--- src/hw/ssw_pkg.sv ---
// Purpose: Shared constants and types of the safety switch output logic.
// Assumes: 100 MHz system clock.
// Notes:   Diagnostic frame layout and codes are local choices.

package ssw_pkg;
   // ************
   // Timing
   // ************
   localparam int CLK_PERIOD_NS = 10;
   localparam int BIT_TIME_NS = 10000;
   localparam int BIT_CYCLES = (BIT_TIME_NS + CLK_PERIOD_NS - 1) / CLK_PERIOD_NS;
   localparam int DETECT_TIME_US = 1000;
   localparam int DETECT_CYCLES = (DETECT_TIME_US * 1000) / CLK_PERIOD_NS;
   localparam int BLINK_TIME_MS = 250;
   localparam int BLINK_CYCLES = (BLINK_TIME_MS * 1000000) / CLK_PERIOD_NS;

   // ************
   // Diagnostic chain and commands
   // ************
   localparam int MAX_NODES = 16;
   localparam int ADDR_W = 4;
   localparam int ADDR_MSB = 7;
   localparam int ADDR_LSB = 4;
   localparam logic [3:0] CMD_STATUS = 4'h1;
   localparam logic [3:0] CMD_TEACH = 4'h2;
   localparam logic [3:0] CMD_SERIAL0 = 4'h3;
   localparam logic [3:0] CMD_SERIAL3 = 4'h6;
   localparam logic [3:0] CMD_NAME = 4'h7;
   localparam logic [3:0] CMD_REFRESH = 4'h8;
   localparam logic [7:0] ACK_BYTE = 8'hA5;
   localparam logic [7:0] IDLE_BYTE = 8'h00;
   localparam logic LINE_IDLE = 1'b1;
   localparam logic OUT_RESET = 1'b0;

   typedef enum logic [1:0] {PL_NORMAL, PL_UNEQUAL, PL_LOCK} ssw_plaus_t;
   typedef enum logic [1:0] {RX_IDLE, RX_DATA, RX_STOP} ssw_rx_t;
endpackage

--- src/hw/ssw_diag_if.sv ---
// Purpose: Byte level carrier between serial engine and command logic.
// Assumes: One clock domain.
// Notes:   tx_start is taken only while tx_busy is low.

`timescale 1ns/1ps
`default_nettype none

interface ssw_diag_if;
   logic rx_valid;
   logic [7:0] rx_byte;
   logic tx_start;
   logic [7:0] tx_byte;
   logic tx_busy;
   logic tx_line;

   modport serial (output rx_valid, output rx_byte, output tx_busy, output tx_line,
                   input tx_start, input tx_byte);
   modport core (input rx_valid, input rx_byte, input tx_busy, input tx_line,
                 output tx_start, output tx_byte);
endinterface

`default_nettype wire

--- src/hw/ssw_top.sv ---
// Purpose: Output and monitoring logic of a transponder safety switch.
// Assumes: Actuator detection and readiness come from same-clock logic.
// Notes:   Safety path never reads any diagnostic state.
//
// Contract
// - Both safety outputs off is the safe state; fall back whenever unsure.
// - No actuator: both safety outputs low, signal output low outside diagnostic mode.
// - Actuator, ready and no lock: each output follows its input, signal output high outside diagnostic mode.
// - One input falls while the other stays high: flash input indicator.
// - That input rising again: plausibility error and lock of both safety outputs.
// - Lock and unequal state clear only after both inputs were low.
// - Diagnostic input used only when a fieldbus module is detected.
// - In diagnostic mode the signal pin transmits diagnostic data.
// - Up to 16 chained sensors addressed on one fieldbus module.
// - Diagnostic link is re-established after every power-up.
// - Answer status, configuration polls and action requests.
// - Diagnostics are independent of the safety signal path.

`timescale 1ns/1ps
`default_nettype none

module ssw_top
   import ssw_pkg::*;
#(
   parameter int DETECT_CYC = DETECT_CYCLES,
   parameter int BLINK_CYC = BLINK_CYCLES,
   parameter int BIT_CYC = BIT_CYCLES,
   parameter logic [ADDR_W-1:0] NODE_ADDR = 4'h0,
   // Arbitrary value, stands in for a factory serial number.
   parameter logic [31:0] SERIAL_NO = 32'h1234_5678
)(
   // Clock and reset
   input wire logic clk,
   input wire logic reset_n,
   // Sensor core
   input wire logic actuator_present,
   input wire logic unit_ready,
   input wire logic [3:0] teach_remaining,
   input wire logic [7:0] actuator_name,
   // Pins
   input wire logic safety_in_ch1,
   input wire logic safety_in_ch2,
   input wire logic diag_in,
   output logic safety_out_ch1,
   output logic safety_out_ch2,
   output logic signal_diag_out,
   // Indicators
   output logic led_input_yellow,
   output logic plaus_error,
   output logic diag_mode,
   output logic name_refresh_req
);
   localparam int DW = $clog2(DETECT_CYC + 1);
   localparam int BW = $clog2(BLINK_CYC + 1);

   logic [1:0] in1_sync_q;
   logic [1:0] in2_sync_q;
   logic [1:0] diag_sync_q;
   logic in1_s;
   logic in2_s;
   logic diag_s;
   ssw_plaus_t plaus_q;
   logic lock;
   logic unequal;
   logic [DW-1:0] det_cnt_q;
   logic det_done_q;
   logic [BW-1:0] blink_cnt_q;
   logic blink_q;
   logic rx_line;
   logic addr_hit;
   logic [3:0] cmd;
   logic [7:0] status_byte;
   logic [7:0] reply_d;
   logic reply_ok;

   ssw_diag_if link ();

   // ******************
   // Pin synchronisers
   // ******************
   always_ff @(posedge clk) begin
      if (!reset_n) begin
         in1_sync_q <= 2'b00;
         in2_sync_q <= 2'b00;
         // The diagnostic line idles high, so resetting its stages low would look
         // like a low line and cancel module detection on every power-up.
         diag_sync_q <= {2{LINE_IDLE}};
      end else begin
         in1_sync_q <= {in1_sync_q[0], safety_in_ch1};
         in2_sync_q <= {in2_sync_q[0], safety_in_ch2};
         diag_sync_q <= {diag_sync_q[0], diag_in};
      end
   end

   assign in1_s = in1_sync_q[1];
   assign in2_s = in2_sync_q[1];
   assign diag_s = diag_sync_q[1];

   // ******************
   // Plausibility
   // ******************
   ssw_plaus u_plaus (
      .clk(clk),
      .reset_n(reset_n),
      .in1(in1_s),
      .in2(in2_s),
      .state_q(plaus_q)
   );

   assign lock = (plaus_q == PL_LOCK);
   assign unequal = (plaus_q != PL_NORMAL);

   // ******************
   // Safety outputs
   // ******************
   // Only presence, readiness, lock and the inputs feed these flops, so a
   // fault anywhere in the diagnostic logic cannot hold an output on.
   always_ff @(posedge clk) begin
      if (!reset_n) begin
         safety_out_ch1 <= OUT_RESET;
         safety_out_ch2 <= OUT_RESET;
      end else begin
         safety_out_ch1 <= actuator_present & unit_ready & !lock & in1_s;
         safety_out_ch2 <= actuator_present & unit_ready & !lock & in2_s;
      end
   end

   always_ff @(posedge clk) begin
      if (!reset_n) begin
         plaus_error <= 1'b0;
      end else begin
         plaus_error <= lock;
      end
   end

   // ******************
   // Input indicator
   // ******************
   always_ff @(posedge clk) begin
      if (!reset_n) begin
         blink_cnt_q <= '0;
         blink_q <= 1'b0;
      end else if (blink_cnt_q == BW'(BLINK_CYC - 1)) begin
         blink_cnt_q <= '0;
         blink_q <= !blink_q;
      end else begin
         blink_cnt_q <= blink_cnt_q + 1'b1;
      end
   end

   always_ff @(posedge clk) begin
      if (!reset_n) begin
         led_input_yellow <= 1'b0;
      end else begin
         led_input_yellow <= unequal & blink_q;
      end
   end

   // ******************
   // Module detection
   // ******************
   // An attached fieldbus module holds the diagnostic line high. The check
   // runs once per reset, so a swapped sensor joins again after power-up.
   always_ff @(posedge clk) begin
      if (!reset_n) begin
         det_cnt_q <= '0;
         det_done_q <= 1'b0;
         diag_mode <= 1'b0;
      end else if (!det_done_q) begin
         if (!diag_s) begin
            det_done_q <= 1'b1;
         end else if (det_cnt_q == DW'(DETECT_CYC - 1)) begin
            det_done_q <= 1'b1;
            diag_mode <= 1'b1;
         end else begin
            det_cnt_q <= det_cnt_q + 1'b1;
         end
      end
   end

   // ******************
   // Diagnostic link
   // ******************
   assign rx_line = diag_mode ? diag_s : LINE_IDLE;

   ssw_diag #(.BIT_CYC(BIT_CYC)) u_diag (
      .clk(clk),
      .reset_n(reset_n),
      .rx_line(rx_line),
      .link(link)
   );

   assign addr_hit = (link.rx_byte[ADDR_MSB:ADDR_LSB] == NODE_ADDR);
   assign cmd = link.rx_byte[3:0];
   assign status_byte = {in1_s, in2_s, safety_out_ch1, safety_out_ch2,
                         actuator_present, lock, unequal, unit_ready};

   // Unknown commands set reply_ok low, so the link stays silent rather than
   // answering with a byte that the module could misread.
   always_comb begin
      reply_d = IDLE_BYTE;
      reply_ok = 1'b1;
      case (cmd)
         CMD_STATUS: reply_d = status_byte;
         CMD_TEACH: reply_d = {4'h0, teach_remaining};
         CMD_NAME: reply_d = actuator_name;
         CMD_REFRESH: reply_d = ACK_BYTE;
         default: begin
            if (cmd >= CMD_SERIAL0 && cmd <= CMD_SERIAL3) begin
               reply_d = SERIAL_NO[8 * (cmd - CMD_SERIAL0) +: 8];
            end else begin
               reply_ok = 1'b0;
            end
         end
      endcase
   end

   // A poll arriving while a reply is still going out is dropped; the
   // module repeats it, which keeps the engine free of a queue.
   always_ff @(posedge clk) begin
      if (!reset_n) begin
         link.tx_start <= 1'b0;
         link.tx_byte <= IDLE_BYTE;
         name_refresh_req <= 1'b0;
      end else begin
         link.tx_start <= 1'b0;
         name_refresh_req <= 1'b0;
         if (diag_mode && link.rx_valid && addr_hit && reply_ok && !link.tx_busy) begin
            link.tx_start <= 1'b1;
            link.tx_byte <= reply_d;
            name_refresh_req <= (cmd == CMD_REFRESH);
         end
      end
   end

   // ******************
   // Signal output
   // ******************
   // Once a module is found the pin carries frames only, so the plain presence
   // signal is no longer visible on it until the next power-up.
   always_ff @(posedge clk) begin
      if (!reset_n) begin
         signal_diag_out <= OUT_RESET;
      end else if (diag_mode) begin
         signal_diag_out <= link.tx_line;
      end else begin
         signal_diag_out <= actuator_present & unit_ready;
      end
   end

   // ******************
   // Checks
   // ******************
   no_actuator_off_a: assert property (@(posedge clk) disable iff (!reset_n)
      !actuator_present |=> !safety_out_ch1 && !safety_out_ch2)
      else $error("safety output on without actuator");
   signal_low_a: assert property (@(posedge clk) disable iff (!reset_n)
      !actuator_present && !diag_mode |=> !signal_diag_out)
      else $error("signal output high without actuator");
   outputs_follow_a: assert property (@(posedge clk) disable iff (!reset_n)
      actuator_present && unit_ready && !lock |=>
      safety_out_ch1 == $past(in1_s) && safety_out_ch2 == $past(in2_s) && (diag_mode || signal_diag_out))
      else $error("outputs do not follow inputs");
   lock_off_a: assert property (@(posedge clk) disable iff (!reset_n)
      lock |=> !safety_out_ch1 && !safety_out_ch2 && plaus_error)
      else $error("output on while locked");
   diag_ignore_a: assert property (@(posedge clk) disable iff (!reset_n)
      !diag_mode |-> !link.tx_start && !name_refresh_req)
      else $error("diagnostic reply without module");
   diag_pin_a: assert property (@(posedge clk) disable iff (!reset_n)
      diag_mode ##1 diag_mode |-> signal_diag_out == $past(link.tx_line))
      else $error("signal pin not carrying diagnostic data");
   addr_match_a: assert property (@(posedge clk) disable iff (!reset_n)
      link.tx_start |-> $past(link.rx_valid) && $past(addr_hit))
      else $error("reply to foreign address");
   refresh_ack_a: assert property (@(posedge clk) disable iff (!reset_n)
      name_refresh_req |-> link.tx_start && link.tx_byte == ACK_BYTE)
      else $error("refresh action not acknowledged");
   // The checks below watch indicator, detection, presence signal and refresh
   // paths that the output checks above do not reach.
   led_normal_a: assert property (@(posedge clk) disable iff (!reset_n)
      plaus_q == PL_NORMAL |=> !led_input_yellow)
      else $error("input indicator lit in normal state");
   error_flag_a: assert property (@(posedge clk) disable iff (!reset_n)
      plaus_error |-> $past(lock))
      else $error("plausibility error without lock");
   diag_sticky_a: assert property (@(posedge clk) disable iff (!reset_n)
      diag_mode |=> diag_mode)
      else $error("diagnostic mode lost before reset");
   line_low_a: assert property (@(posedge clk) disable iff (!reset_n)
      !det_done_q && !diag_s |=> !diag_mode)
      else $error("diagnostic mode despite low line");
   presence_signal_a: assert property (@(posedge clk) disable iff (!reset_n)
      !diag_mode ##1 !diag_mode |-> signal_diag_out == $past(actuator_present && unit_ready))
      else $error("signal output not following presence");
   refresh_cmd_a: assert property (@(posedge clk) disable iff (!reset_n)
      name_refresh_req |-> $past(cmd) == CMD_REFRESH)
      else $error("refresh pulse without refresh command");
endmodule

`default_nettype wire

--- src/hw/ssw_plaus.sv ---
// Purpose: Plausibility monitor of the two series chain safety inputs.
// Assumes: Inputs already synchronised to clk.
// Notes:   Lock leaves only through a joint low of both inputs.

`timescale 1ns/1ps
`default_nettype none

module ssw_plaus
   import ssw_pkg::*;
(
   // Clock and reset
   input wire logic clk,
   input wire logic reset_n,
   // Synchronised inputs
   input wire logic in1,
   input wire logic in2,
   // State
   output var ssw_plaus_t state_q
);
   logic both_hi_q;

   always_ff @(posedge clk) begin
      if (!reset_n) begin
         both_hi_q <= 1'b0;
      end else begin
         both_hi_q <= in1 & in2;
      end
   end

   always_ff @(posedge clk) begin
      if (!reset_n) begin
         state_q <= PL_NORMAL;
      end else begin
         case (state_q)
            PL_NORMAL: if (both_hi_q && (in1 ^ in2)) state_q <= PL_UNEQUAL;
            PL_UNEQUAL: begin
               if (!in1 && !in2) begin
                  state_q <= PL_NORMAL;
               end else if (in1 && in2) begin
                  state_q <= PL_LOCK;
               end
            end
            PL_LOCK: if (!in1 && !in2) state_q <= PL_NORMAL;
            default: state_q <= PL_LOCK;
         endcase
      end
   end

   unequal_flag_a: assert property (@(posedge clk) disable iff (!reset_n)
      state_q == PL_NORMAL && both_hi_q && (in1 ^ in2) |=> state_q == PL_UNEQUAL)
      else $error("single falling input not flagged");
   lock_entry_a: assert property (@(posedge clk) disable iff (!reset_n)
      state_q == PL_UNEQUAL && in1 && in2 |=> state_q == PL_LOCK)
      else $error("lone input rise did not lock");
   lock_clear_a: assert property (@(posedge clk) disable iff (!reset_n)
      state_q != PL_NORMAL |=> state_q != PL_NORMAL || (!$past(in1) && !$past(in2)))
      else $error("left plausibility state without joint low");
endmodule

`default_nettype wire

--- src/hw/ssw_diag.sv ---
// Purpose: Serial engine of the diagnostic link, 8N1, LSB first.
// Assumes: rx_line is synchronised and held high when unused.
// Notes:   A frame with a low stop bit is dropped silently.

`timescale 1ns/1ps
`default_nettype none

module ssw_diag
   import ssw_pkg::*;
#(
   parameter int BIT_CYC = BIT_CYCLES
)(
   // Clock and reset
   input wire logic clk,
   input wire logic reset_n,
   // Line
   input wire logic rx_line,
   // Byte side
   ssw_diag_if.serial link
);
   // Room for one and a half bit times, which the receiver loads after a start edge.
   localparam int CW = $clog2(2 * BIT_CYC);
   localparam logic [CW-1:0] FULL = CW'(BIT_CYC - 1);
   localparam logic [CW-1:0] HALF = CW'(BIT_CYC / 2);

   ssw_rx_t rx_st_q;
   logic [CW-1:0] rx_cnt_q;
   logic [2:0] rx_bit_q;
   logic [7:0] rx_sh_q;
   logic [CW-1:0] tx_cnt_q;
   logic [3:0] tx_left_q;
   logic [8:0] tx_sh_q;

   // ************
   // Receiver
   // ************
   always_ff @(posedge clk) begin
      if (!reset_n) begin
         rx_st_q <= RX_IDLE;
         rx_cnt_q <= '0;
         rx_bit_q <= 3'h0;
         rx_sh_q <= 8'h00;
         link.rx_valid <= 1'b0;
         link.rx_byte <= 8'h00;
      end else begin
         link.rx_valid <= 1'b0;
         case (rx_st_q)
            RX_IDLE: begin
               rx_cnt_q <= HALF + FULL;
               rx_bit_q <= 3'h0;
               if (!rx_line) rx_st_q <= RX_DATA;
            end
            RX_DATA: begin
               if (rx_cnt_q != '0) begin
                  rx_cnt_q <= rx_cnt_q - 1'b1;
               end else begin
                  rx_cnt_q <= FULL;
                  rx_sh_q <= {rx_line, rx_sh_q[7:1]};
                  rx_bit_q <= rx_bit_q + 1'b1;
                  if (rx_bit_q == 3'h7) rx_st_q <= RX_STOP;
               end
            end
            RX_STOP: begin
               if (rx_cnt_q != '0) begin
                  rx_cnt_q <= rx_cnt_q - 1'b1;
               end else begin
                  rx_st_q <= RX_IDLE;
                  link.rx_valid <= rx_line;
                  link.rx_byte <= rx_sh_q;
               end
            end
            default: rx_st_q <= RX_IDLE;
         endcase
      end
   end

   // ************
   // Transmitter
   // ************
   always_ff @(posedge clk) begin
      if (!reset_n) begin
         tx_cnt_q <= '0;
         tx_left_q <= 4'h0;
         tx_sh_q <= 9'h1FF;
         link.tx_line <= LINE_IDLE;
         link.tx_busy <= 1'b0;
      end else if (!link.tx_busy) begin
         if (link.tx_start) begin
            link.tx_line <= 1'b0;
            tx_sh_q <= {1'b1, link.tx_byte};
            tx_left_q <= 4'h9;
            tx_cnt_q <= FULL;
            link.tx_busy <= 1'b1;
         end
      end else if (tx_cnt_q != '0) begin
         tx_cnt_q <= tx_cnt_q - 1'b1;
      end else if (tx_left_q == 4'h0) begin
         link.tx_busy <= 1'b0;
      end else begin
         link.tx_line <= tx_sh_q[0];
         tx_sh_q <= {1'b1, tx_sh_q[8:1]};
         tx_left_q <= tx_left_q - 1'b1;
         tx_cnt_q <= FULL;
      end
   end

   tx_start_bit_a: assert property (@(posedge clk) disable iff (!reset_n)
      link.tx_start && !link.tx_busy |=> !link.tx_line && link.tx_busy)
      else $error("start bit not sent");
endmodule

`default_nettype wire

--- config.mk ---
export PLATFORM = sky130hd
export DESIGN_NAME = ssw_top
export DESIGN_NICKNAME = d
export VERILOG_FILES = /design/src/hw/ssw_pkg.sv /design/src/hw/ssw_diag_if.sv /design/src/hw/ssw_top.sv /design/src/hw/ssw_plaus.sv /design/src/hw/ssw_diag.sv
export SDC_FILE = /design/constraint.sdc
export NUM_CORES = 1
export LEC_CHECK = 0
export BUFFER_PORTS_ARGS = -buffer_cell sky130_fd_sc_hd__buf_2
export CAP_MARGIN = 20
export CORE_ASPECT_RATIO = 1.1
export CORE_MARGIN = 8
export CORE_UTILIZATION = 55
export DETAILED_ROUTE_END_ITERATION = 10
export PLACE_DENSITY = 0.72
export SKIP_LAST_GASP = 1
export SYNTH_ARGS = -nofsm -noshare
export SYNTH_HDL_FRONTEND = slang
export SYNTH_SLANG_ARGS = --single-unit
--- constraint.sdc ---
create_clock -name clk -period 1.9 [get_ports clk]
set_input_delay 0.57 -clock clk [delete_from_list [all_inputs] [get_ports clk]]
set_output_delay 0.57 -clock clk [all_outputs]
set_load 0.05 [all_outputs]
==> results of run 1 <==
-- power by group through the flow --
stage	Clock (µW)	Combinational, µW	Sequential (µW)
4_1_cts	3420	397	2760
3_5_place_dp	0	394	2820
5_1_grt	3530	446	2770
3_3_place_gp	0	384	2810
2_1_floorplan	0	253	2810
6_report	3360	400	2760
-- timing repair --
action / 4_1_cts / 5_1_grt
gates cloned: 2 / 0
pin swaps: 2 / 9
setup endpoints to repair: 6 / 54
gates resized for setup: 4 / 33
endpoints found under the hold margin: 0 / 0
setup buffers: 1 / 7
-- flip-flops by register name, summed over array words and instances (netlist names), 3 cells and up --
register and cells:
link.tx_byte 8, u_diag.tx_left_q 4, u_diag.link.rx_byte 8, u_diag.rx_bit_q 3, u_diag.rx_sh_q 8, blink_cnt_q 25
u_diag.tx_cnt_q 11, det_cnt_q 17, u_diag.rx_cnt_q 11, u_diag.tx_sh_q 8
-- stage by stage --
| stage | cells | setup slack (ns) |
|---|---|---|
| 2_1_floorplan | 704 | 0.00132 |
| 3_3_place_gp | 888 | 0.0490 |
| 3_5_place_dp | 888 | -0.00329 |
| 4_1_cts | 923 | -0.0116 |
| 5_1_grt | 929 | -0.124 |
| 6_report | 929 | -0.0286 |
-- how the worst max path moves through the flow --
stage | from | end | slack, ns
after floorplan | u_diag.link.rx_byte[0] | link.tx_byte[1] | 0.001
after global placement | u_diag.tx_cnt_q[0] | u_diag.tx_cnt_q[3] | 0.05
after detailed placement | u_diag.tx_cnt_q[4] | u_diag.tx_sh_q[4] | -0.003
after CTS | u_diag.tx_cnt_q[4] | u_diag.tx_sh_q[4] | -0.01
after global routing | u_diag.tx_cnt_q[6] | u_diag.tx_sh_q[5] | -0.12
final | u_diag.tx_cnt_q[6] | u_diag.tx_sh_q[5] | -0.03
-- cell families after synthesis --
group	share of synthesized area
adder cells (fa/ha/maj)	0.0361
AO/OA/AOI/OAI	0.152
multiplexers	0.0172
buffers and inverters	0.0384
XOR/XNOR	0.0609
flip-flops	0.431
AND/OR/NAND/NOR	0.263
-- worst max-delay path, cell delays in order (launching register included) --
cell,delay (ns)
dfxtp_1,0.35
or4_4,0.54
nor4b_4,0.23
buf_4,0.19
nor2_4,0.07
a211oi_1,0.31
o21ai_1,0.11
-- cell usage after synthesis (13+ instances only) --
cell type	n
dfxtp_1	127
nor2_1	89
nand2_1	63
a21oi_1	47
nand3_1	31
o21ai_0	27
nor3_1	25
inv_1	23
xor2_1	23
clkbuf_1	21
xnor2_1	18
ha_1	17
nand4_1	15
nor2b_1	15
a211oi_1	13
-- routing by layer --
metal / part of all wire / GRT usage / vias up
met2: 0.51 / 0.342 / 165
met1: 0.42 / 0.219 / 2485
met3: 0.047 / 0.0451 / 38
met4: 0.027 / 0.0960 / 0
met5: 0 / 0 / -
li1: - / - / 2641
-- area by class of cell --
| type | count | area (µm²) |
|---|---|---|
| multi-input cells | 523 | 3290 |
| fillers | 832 | 3090 |
| flip-flops and latches | 127 | 2550 |
| repair buffers | 80 | 579 |
| clock buffers | 18 | 439 |
| well taps | 143 | 179 |
| clock inverters | 14 | 178 |
| inverters | 24 | 90.1 |
==> impl_summary.log, run 1 <==
[metrics] row count: 39
[metrics] most common flop cell mapped by yosys: dfxtp_1
[metrics] starting density of the core: 0.567
[metrics] net count after synthesis: between 700 and 800
[metrics] number of nets in the layout: roughly 810
[metrics] maximum operating frequency: 519 MHz
[metrics] pin count of the biggest net entering global routing: 56
[metrics] mean instance size in the synthesized netlist: 8.37 µm²
[metrics] area share of the largest cell type after synthesis: 0.431
[metrics] hold depth: 2
[metrics] placer congestion estimate: a little under 0.9
[metrics] leakage power figure: ~0.0029 µW
[metrics] average vias per placed instance: 5.74
[metrics] global-route wire length before repair: 23.0 mm
[metrics] post-detailed-routing wire length: 14.0 mm
[metrics] Unique masters post-synth: slightly above 60
[metrics] total DRC errors in the routed layout: 0
[metrics] power density over cell area: 893 mW/mm²
[metrics] sequential share of power: 0.423
[metrics] DP Area: roughly 0.0065 mm²
[metrics] Die X: 115 µm
[metrics] internal cell power: 5000 µW
[metrics] register bit count reported by yosys: 127
[metrics] worst rel slew slack: 0.614
[metrics] DIE HEIGHT: roughly 120 µm
[metrics] part of the power in the clock network: 0.515
[metrics] Detailed Place HPWL: 9.24 mm
[metrics] sum of overflow across all layers after global routing: 0
[metrics] instance count of the mapped netlist: between 700 and 800
[metrics] final hold violation count: 0
[metrics] standard cell core area: 0.0104 mm²
[metrics] post-synthesis instance area: 0.00589 mm²
[metrics] num ports: 26
[metrics] worst hold path endpoint: diag_sync_q[0]
[metrics] number of global-route vias before repair: 5051
[metrics] Sink Count: 127
[metrics] violations in the final reports: negative setup slack
[metrics] ys async rst share: 0
[metrics] hold path startpoint: diag_in
[metrics] Final period util: 1.02
[metrics] Total Power: between 6000 and 7000 µW
[metrics] biggest fanout along the worst timing path: 7
[metrics] fin crit period: 1.93 ns
[metrics] remaining number of nets flagged by the antenna check after routing: 0
[metrics] cells taking the most area after synthesis: dfxtp_1, nor2_1, nand2_1
[metrics] insertion delay of the later-clocked pin in the worst-skew pair: 0.41 ns
[metrics] unrepaired setup endpoints after global routing: true
[metrics] drt initial violations: roughly 460
[metrics] via count of the routed design: roughly 5300
[metrics] critical path capture point type: flop
[metrics] Min-Delay Path Class: in2reg
[metrics] share of post-route cells with drive strength above 1: 0.188
[metrics] Clock Tree Root: clkbuf_16
[metrics] layout overhead on the synthesized area: 24.0%
[metrics] peak supply drop: approximately 0.54 mV
[metrics] Pins Over Slew Limit: 0
[metrics] antenna violations before repair: 0
[metrics] reported net switching power: 1520 µW
[metrics] startpoint of the lowest-slack register-to-register path: u_diag.tx_cnt_q[6]
[metrics] clock tree from TritonCTS: built
[metrics] slack of the worst reg-to-reg path: -0.03 ns
[metrics] Clock Pin Slew Worst Setup and Hold Paths: 0.06 ns
[metrics] EDFF count, synth: 0
[metrics] number of buffers inserted by port buffering: 25
[metrics] number of warnings printed during yosys synthesis: 0
[metrics] final cell utilization of the core: 0.703
[metrics] Post-Route Hold Slack: around 0.34 ns
[metrics] crit start category: flop
[metrics] cts bufs inserted: 17
[metrics] total inserted antenna cells: 0
[metrics] Design Area, Final: 0.00731 mm²
[metrics] cts-stage hold buffer count: 0
[metrics] clock tree skew after final layout: 0.00651 ns
[metrics] Tightest Pin Transition: just under 0.6 ns
[metrics] routed length per placed instance: 15.1 µm
[metrics] buffer levels on the longest clock path: 2
[metrics] commonest non-fill, non-tap cells in the layout: dfxtp_1, nor2_1, nand2_1, buf_4, a21oi_1
[metrics] count of H-tree levels built during CTS: 4
[metrics] First-pass DRT Iterations: 6
[metrics] switching share of power: 0.234
[metrics] data arrival time at the worst-slack endpoint: 2.22 ns
[metrics] CP required: 2.19 ns
[metrics] most common library cell in the layout ignoring fill and taps: dfxtp_1
[metrics] worst setup path category: reg2reg
[metrics] Die Outline Area: 0.0143 mm²
[metrics] total negative slack: -0.0286 ns
[metrics] fraction of the yosys area taken by sequential cells: 0.431
[metrics] status: finished, violations left
[metrics] Finish-stage setup viols: 1
[metrics] final worst setup slack: -0.0286 ns
[metrics] max capacitance violation total: 0
[metrics] overall fraction of global-route tracks in use: 0.197
[metrics] Worst Reg2Reg Path Length in Cells: 6
[metrics] RR Endpoint: u_diag.tx_sh_q[5]
[metrics] combinational fraction of design power: 0.061
[metrics] Synth area leader: dfxtp_1
Power figures use the tool's default switching activity.
==> inputs of run 2 (changes only) <==
--- a/config.mk
+++ b/config.mk
@@ -11,7 +11,7 @@
 export CORE_MARGIN = 8
 export CORE_UTILIZATION = 55
 export DETAILED_ROUTE_END_ITERATION = 10
-export PLACE_DENSITY = 0.72
+export PLACE_DENSITY = 0.69
 export SKIP_LAST_GASP = 1
 export SYNTH_ARGS = -nofsm -noshare
 export SYNTH_HDL_FRONTEND = slang
==> constraint.sdc (replaced) <==
create_clock -name clk -period 1.8 [get_ports clk]
set_input_delay 0.54 -clock clk [delete_from_list [all_inputs] [get_ports clk]]
set_output_delay 0.54 -clock clk [all_outputs]
set_load 0.05 [all_outputs]
==> impl_summary.log, run 2 (synthesis results as in run 1) <==
[metrics] worst path buffer plus inverter count: 1 (unchanged)
[metrics] via count of the routed design: 5349 (+0.38%)
[metrics] global-route wire length before repair: 23.0 mm (-0.12%)
[metrics] status: finished clean
[metrics] cts bufs inserted: 17 (unchanged)
[metrics] pin count of the biggest net entering global routing: 30 (-46%)
[metrics] crit start category: flop
[metrics] commonest non-fill, non-tap cells in the layout: dfxtp_1, nor2_1, buf_4, nand2_1, a21oi_1
[metrics] Clock Tree Root: clkbuf_16
[metrics] share of post-route cells with drive strength above 1: 0.214 (+0.0259)
[metrics] total met2 wirelength after detailed routing: 7.08 mm (-1.3%)
[metrics] slack of the worst reg-to-reg path: 0.02 ns (+0.05 ns)
[metrics] Largest Register: blink_cnt_q
[metrics] registers with the highest flip-flop counts: blink_cnt_q x25, det_cnt_q x17
[metrics] Design Area, Final: 0.00740 mm² (+1.3%)
[metrics] top routing layer used: met4
[metrics] Min-Delay Path Class: in2reg
[metrics] max reg flops: 25 (unchanged)
[metrics] power density over cell area: 893 mW/mm² (about the same)
[metrics] clock tree skew after final layout: 0.00818 ns (+0.00168 ns)
[metrics] CP required: 2.08 ns (-0.11 ns)
[metrics] peak supply drop: 0.741 mV (+36%)
[metrics] routed length per placed instance: 14.9 µm (-1.4%)
[metrics] fin crit period: 1.78 ns (-0.146 ns)
[metrics] antenna violations before repair: 0 (unchanged)
[metrics] Pins Over Slew Limit: 0 (unchanged)
[metrics] critical path capture point type: flop
[metrics] standard cell core area: 0.0104 mm² (unchanged)
[metrics] met3 routed WL: 619 µm (-5.4%)
[metrics] post-detailed-routing wire length: 14.1 mm (+0.41%)
[metrics] count of H-tree levels built during CTS: 4 (unchanged)
[metrics] layout overhead on the synthesized area: 25.6%
[metrics] final hold violation count: 0 (unchanged)
[metrics] Final period util: 0.990 (-0.0249)
[metrics] total DRC errors in the routed layout: 0 (unchanged)
[metrics] number of buffers inserted by port buffering: 25 (unchanged)
[metrics] num ports: 26 (unchanged)
[metrics] data arrival time at the worst-slack endpoint: 2.07 ns (-0.15 ns)
[metrics] DIE HEIGHT: 125 µm (unchanged)
[metrics] worst rel slew slack: 0.704 (+0.0902)
[metrics] clock tree from TritonCTS: built
[metrics] leakage power figure: 0.00294 µW (+2.2%)
[metrics] Worst Reg2Reg Path Length in Cells: 6 (unchanged)
[metrics] number of cells in the design after placement: 907 (+2.1%)
[metrics] Finished Layout Cells: 946 (+1.8%)
[metrics] hold depth: 2 (unchanged)
[metrics] average vias per placed instance: 5.65 (-1.4%)
[metrics] sum of overflow across all layers after global routing: 0 (unchanged)
[metrics] maximum operating frequency: 561 MHz (+8.2%)
[metrics] total inserted antenna cells: 0 (unchanged)
[metrics] DP Area: 0.00663 mm² (+2.5%)
[metrics] remaining number of nets flagged by the antenna check after routing: 0 (unchanged)
[metrics] Finish-stage setup viols: 0 (-1)
[metrics] unrepaired setup endpoints after global routing: true
[metrics] max capacitance violation total: 0 (unchanged)
[metrics] First-pass DRT Iterations: 5 (-1)
[metrics] number of nets in the layout: 826 (+2.1%)
[metrics] drt initial violations: 376 (-19%)
[metrics] final worst setup slack: 0.0177 ns (+0.0463 ns)
[metrics] Clock Pin Slew Worst Setup and Hold Paths: 0.06 ns (about the same)
[metrics] buffer levels on the longest clock path: 2 (unchanged)
[metrics] metal1 wirelength: 6.10 mm (+4.5%)
[metrics] largest incremental delay on the critical path: 0.58 ns (+0.04 ns)
[metrics] Top delay family on crit path: simple AND/OR/NAND/NOR gates
[metrics] insertion delay of the later-clocked pin in the worst-skew pair: 0.42 ns (about the same)
[metrics] Detailed Place HPWL: 9.53 mm (+3.1%)
[metrics] placer congestion estimate: 0.873 (+0.67%)
[metrics] overall fraction of global-route tracks in use: 0.195 (-0.00169)
[metrics] most common library cell in the layout ignoring fill and taps: dfxtp_1
[metrics] Tightest Pin Transition: 0.443 ns (-0.135 ns)
[metrics] Die X: 115 µm (unchanged)
[metrics] Crit path depth: 6 (unchanged)
[metrics] biggest fanout along the worst timing path: 7 (unchanged)
[metrics] number of global-route vias before repair: 5182 (+2.6%)
[metrics] Die Outline Area: 0.0143 mm² (unchanged)
[metrics] starting density of the core: 0.567 (unchanged)
[metrics] Sink Count: 127 (unchanged)
[metrics] row count: 39 (unchanged)
[metrics] slowest stage cell on the critical path: or4_4
[metrics] worst setup path category: reg2reg
[metrics] Total Power: 6610 µW (+1.3%)
[metrics] post-placement worst setup slack: -0.0819 ns (-0.0786 ns)
[metrics] worst-path cell chain: or4_4, nor4b_4, buf_4, nor2_4, a211oi_2, o21ai_1
==> run 2: routing by layer <==
layer / global-route usage / up-vias
li1: - / 2670
met1: 0.220 / 2523
met2: 0.334 / 128
met3: 0.0592 / 28
met4: 0.0759 / 0
met5: 0 / -
==> run 2: worst paths after layout <==
kind                       from           endpoint
min                     diag_in     diag_sync_q[0]
max reg2reg  u_diag.tx_cnt_q[4]  u_diag.tx_sh_q[1]
min reg2reg      diag_sync_q[0]     diag_sync_q[1]
max          u_diag.tx_cnt_q[4]  u_diag.tx_sh_q[1]
==> run 2: area by class of cell <==
cell class | count | area [µm²]
Timing Repair Buffer | 97 | 707
Sequential cell | 127 | 2550
Fill cell | 845 | 2990
Clock inverter | 15 | 138
Clock buffer | 17 | 425
Inverter | 24 | 90.1
Multi-Input combinational cell | 523 | 3320
Tap cell | 143 | 179
==> run 2: through the flow <==
step / TNS, ns / utilization / hold WS [ns]
floorplan: -0.316 / - / 0.386
global placement: 0 / 0.638 / 0.388
detailed placement: -0.267 / 0.638 / 0.400
CTS: -0.0185 / 0.697 / 0.292
global route: -0.223 / 0.712 / 0.286
finish: 0 / 0.712 / 0.299
==> run 2: power by group <==
part           internal, µW  leakage [µW]  switching (µW)
Combinational           191       0.00165             268
Clock                  1910      0.000259            1330
Sequential             2870       0.00103            43.5
Total                  4970       0.00294            1650
==> run 2: what timing repair did <==
action | CTS | global route
setup endpoints to repair | 8 | 54
gates cloned | 0 | 2
resized for setup | 11 | 28
hold buffers | 0 | 0
pin swaps | 5 | 9
setup buffers | 1 | 4
==> run 2: worst register-to-register path, stage by stage (launching register included) <==
cell and delay (ns):
dfxtp_1 0.31, or4_4 0.58, nor4b_4 0.25, buf_4 0.18
nor2_4 0.06, a211oi_2 0.19, o21ai_1 0.09
==> inputs of run 3 (changes only) <==
--- a/config.mk
+++ b/config.mk
@@ -11,7 +11,9 @@
 export CORE_MARGIN = 8
 export CORE_UTILIZATION = 55
 export DETAILED_ROUTE_END_ITERATION = 10
+export MAX_ROUTING_LAYER = met4
 export PLACE_DENSITY = 0.69
+export RECOVER_POWER = 50
 export SKIP_LAST_GASP = 1
 export SYNTH_ARGS = -nofsm -noshare
 export SYNTH_HDL_FRONTEND = slang
==> impl_summary.log, run 3 (synthesis results as in run 1) <==
[metrics] Die Outline Area: 0.0143 mm² (unchanged)
[metrics] final hold violation count: 0 (unchanged)
[metrics] unrepaired setup endpoints after global routing: true
[metrics] Largest Register: blink_cnt_q
[metrics] commonest non-fill, non-tap cells in the layout: dfxtp_1, nor2_1, nand2_1, buf_4, a21oi_1
[metrics] buffer levels on the longest clock path: 2 (unchanged)
[metrics] overall fraction of global-route tracks in use: 0.200 (+0.00483)
[metrics] Tightest Pin Transition: 0.839 ns (+0.397 ns)
[metrics] insertion delay of the later-clocked pin in the worst-skew pair: 0.42 ns (about the same)
[metrics] Worst Reg2Reg Path Length in Cells: 6 (unchanged)
[metrics] routed length per placed instance: 15.0 µm (+0.82%)
[metrics] total inserted antenna cells: 0 (unchanged)
[metrics] critical path capture point type: flop
[metrics] max capacitance violation total: 0 (unchanged)
[metrics] Pins Over Slew Limit: 0 (unchanged)
[metrics] drt initial violations: 406 (+8.0%)
[metrics] total DRC errors in the routed layout: 0 (unchanged)
[metrics] standard cell core area: 0.0104 mm² (unchanged)
[metrics] row count: 39 (unchanged)
[metrics] via count of the routed design: 5341 (-0.15%)
[metrics] status: finished clean
[metrics] Min-Delay Path Class: in2reg
[metrics] number of nets in the layout: 826 (unchanged)
[metrics] worst hold path endpoint: diag_sync_q[0]
[metrics] most common library cell in the layout ignoring fill and taps: dfxtp_1
[metrics] power density over cell area: 898 mW/mm² (+0.55%)
[metrics] pin count of the biggest net entering global routing: 30 (unchanged)
[metrics] maximum operating frequency: 561 MHz (about the same)
[metrics] layout overhead on the synthesized area: 24.8%
[metrics] final cell utilization of the core: 0.707 (-0.00506)
[metrics] biggest fanout along the worst timing path: 7 (unchanged)
[metrics] leakage power figure: 0.00289 µW (-1.6%)
[metrics] met3 routed WL: 625 µm (+0.97%)
[metrics] slack of the worst reg-to-reg path: 0.02 ns (about the same)
[metrics] Final period util: 0.991 (about the same)
[metrics] sum of overflow across all layers after global routing: 0 (unchanged)
[metrics] Detailed Place HPWL: 9.53 mm (unchanged)
[metrics] peak supply drop: 0.740 mV (-0.14%)
[metrics] DIE HEIGHT: 125 µm (unchanged)
[metrics] worst rel slew slack: 0.440 (-0.264)
[metrics] startpoint of the lowest-slack register-to-register path: u_diag.tx_cnt_q[4]
[metrics] clock tree skew after final layout: 0.00979 ns (+0.00160 ns)
[metrics] top routing layer used: met4
[metrics] Clock Tree Root: clkbuf_16
[metrics] share of post-route cells with drive strength above 1: 0.207 (-0.00747)
[metrics] max reg flops: 25 (unchanged)
[metrics] cts bufs inserted: 17 (unchanged)
[metrics] global-route wire length before repair: 23.0 mm (-0.15%)
[metrics] starting density of the core: 0.567 (unchanged)
[metrics] Finish-stage setup viols: 0 (unchanged)
[metrics] antenna violations before repair: 0 (unchanged)
[metrics] Sink Count: 127 (unchanged)
[metrics] num ports: 26 (unchanged)
[metrics] cts-stage hold buffer count: 0 (unchanged)
[metrics] count of H-tree levels built during CTS: 4 (unchanged)
[metrics] fin crit period: 1.78 ns (+0.00119 ns)
[metrics] RR Endpoint: u_diag.tx_sh_q[1]
[metrics] number of buffers inserted by port buffering: 25 (unchanged)
[metrics] crit start category: flop
[metrics] hold path startpoint: diag_in
[metrics] First-pass DRT Iterations: 5 (unchanged)
[metrics] metal1 wirelength: 6.14 mm (+0.66%)
[metrics] DP Area: 0.00663 mm² (unchanged)
[metrics] hold depth: 2 (unchanged)
[metrics] data arrival time at the worst-slack endpoint: 2.06 ns (about the same)
[metrics] remaining number of nets flagged by the antenna check after routing: 0 (unchanged)
[metrics] Clock Pin Slew Worst Setup and Hold Paths: 0.06 ns (about the same)
[metrics] number of global-route vias before repair: 5194 (+0.23%)
[metrics] clock tree from TritonCTS: built
[metrics] Design Area, Final: 0.00735 mm² (-0.71%)
[metrics] post-detailed-routing wire length: 14.2 mm (+0.82%)
[metrics] Die X: 115 µm (unchanged)
[metrics] average vias per placed instance: 5.65 (-0.15%)
[metrics] registers with the highest flip-flop counts: blink_cnt_q x25, det_cnt_q x17
[metrics] placer congestion estimate: 0.888 (+1.6%)
[metrics] total met2 wirelength after detailed routing: 7.15 mm (+0.92%)
[metrics] worst setup path category: reg2reg
[metrics] CP required: 2.08 ns (about the same)
## run 3: cell types whose count changed in the layout (fill, tap and decap cells not counted), moves of 2 or more
cell and change:
and2_0 +4, and2_1 -4, buf_2 -8, buf_4 -8
clkbuf_1 +4, clkbuf_2 +11, clkbuf_4 +2
## run 3: routing by layer
layer,up-vias,global-route usage
li1,2670,-
met1,2514,0.217
met2,128,0.336
met3,29,0.0548
met4,0,0.0805
met5,-,-
## run 3: what timing repair did
action,CTS,global route
buffers inserted,1,4
setup endpoints to repair,8,54
endpoints found under the hold margin,0,0
pin swaps,5,9
gates resized for setup,11,29
cloned,0,2
## run 3: area by class of cell
type	count	area, µm²
clock inverter	15	138
tap	143	179
timing repair buffer	97	672
sequential	127	2550
multi-input combinational	523	3300
fill	857	3040
clock buffer	17	425
inverter	24	90.1
## run 3: through the flow
stage | setup WS [ns] | setup TNS [ns] | hold WS (ns) | total power, µW | std cells
2_1_floorplan | -0.0388 | -0.316 | 0.386 | 3240 | 704
3_3_place_gp | 0.0172 | 0 | 0.388 | 3390 | 907
3_5_place_dp | -0.0819 | -0.267 | 0.400 | 3410 | 907
4_1_cts | -0.0185 | -0.0185 | 0.292 | 6640 | 940
5_1_grt | -0.0510 | -0.379 | 0.289 | 6830 | 946
6_report | 0.0166 | 0 | 0.301 | 6600 | 946
## run 3: how the worst max path moves through the flow
stage,start,end,slack [ns],cells after the start
6_report,u_diag.tx_cnt_q[4],u_diag.tx_sh_q[1],0.02,6
5_1_grt,u_diag.tx_left_q[0],u_diag.tx_sh_q[1],-0.05,9
4_1_cts,u_diag.tx_cnt_q[4],u_diag.tx_sh_q[4],-0.02,6
3_5_place_dp,u_diag.tx_cnt_q[6],u_diag.tx_sh_q[4],-0.08,6
3_3_place_gp,u_diag.tx_cnt_q[6],u_diag.tx_sh_q[0],0.02,6
2_1_floorplan,u_diag.tx_cnt_q[6],u_diag.tx_sh_q[0],-0.04,5
## run 3: critical path: stages, from the launching register on
cell and delay (ns):
dfxtp_1 0.31, or4_4 0.58, nor4b_4 0.25, buf_4 0.18, nor2_4 0.06, a211oi_2 0.19
o21ai_1 0.08
## run 3: report_power, final
group	leakage [µW]	switching (µW)	internal (µW)	total (µW)
clock	0.000259	1330	1910	3240
combinational	0.00160	266	184	450
sequential	0.00103	43.2	2870	2910
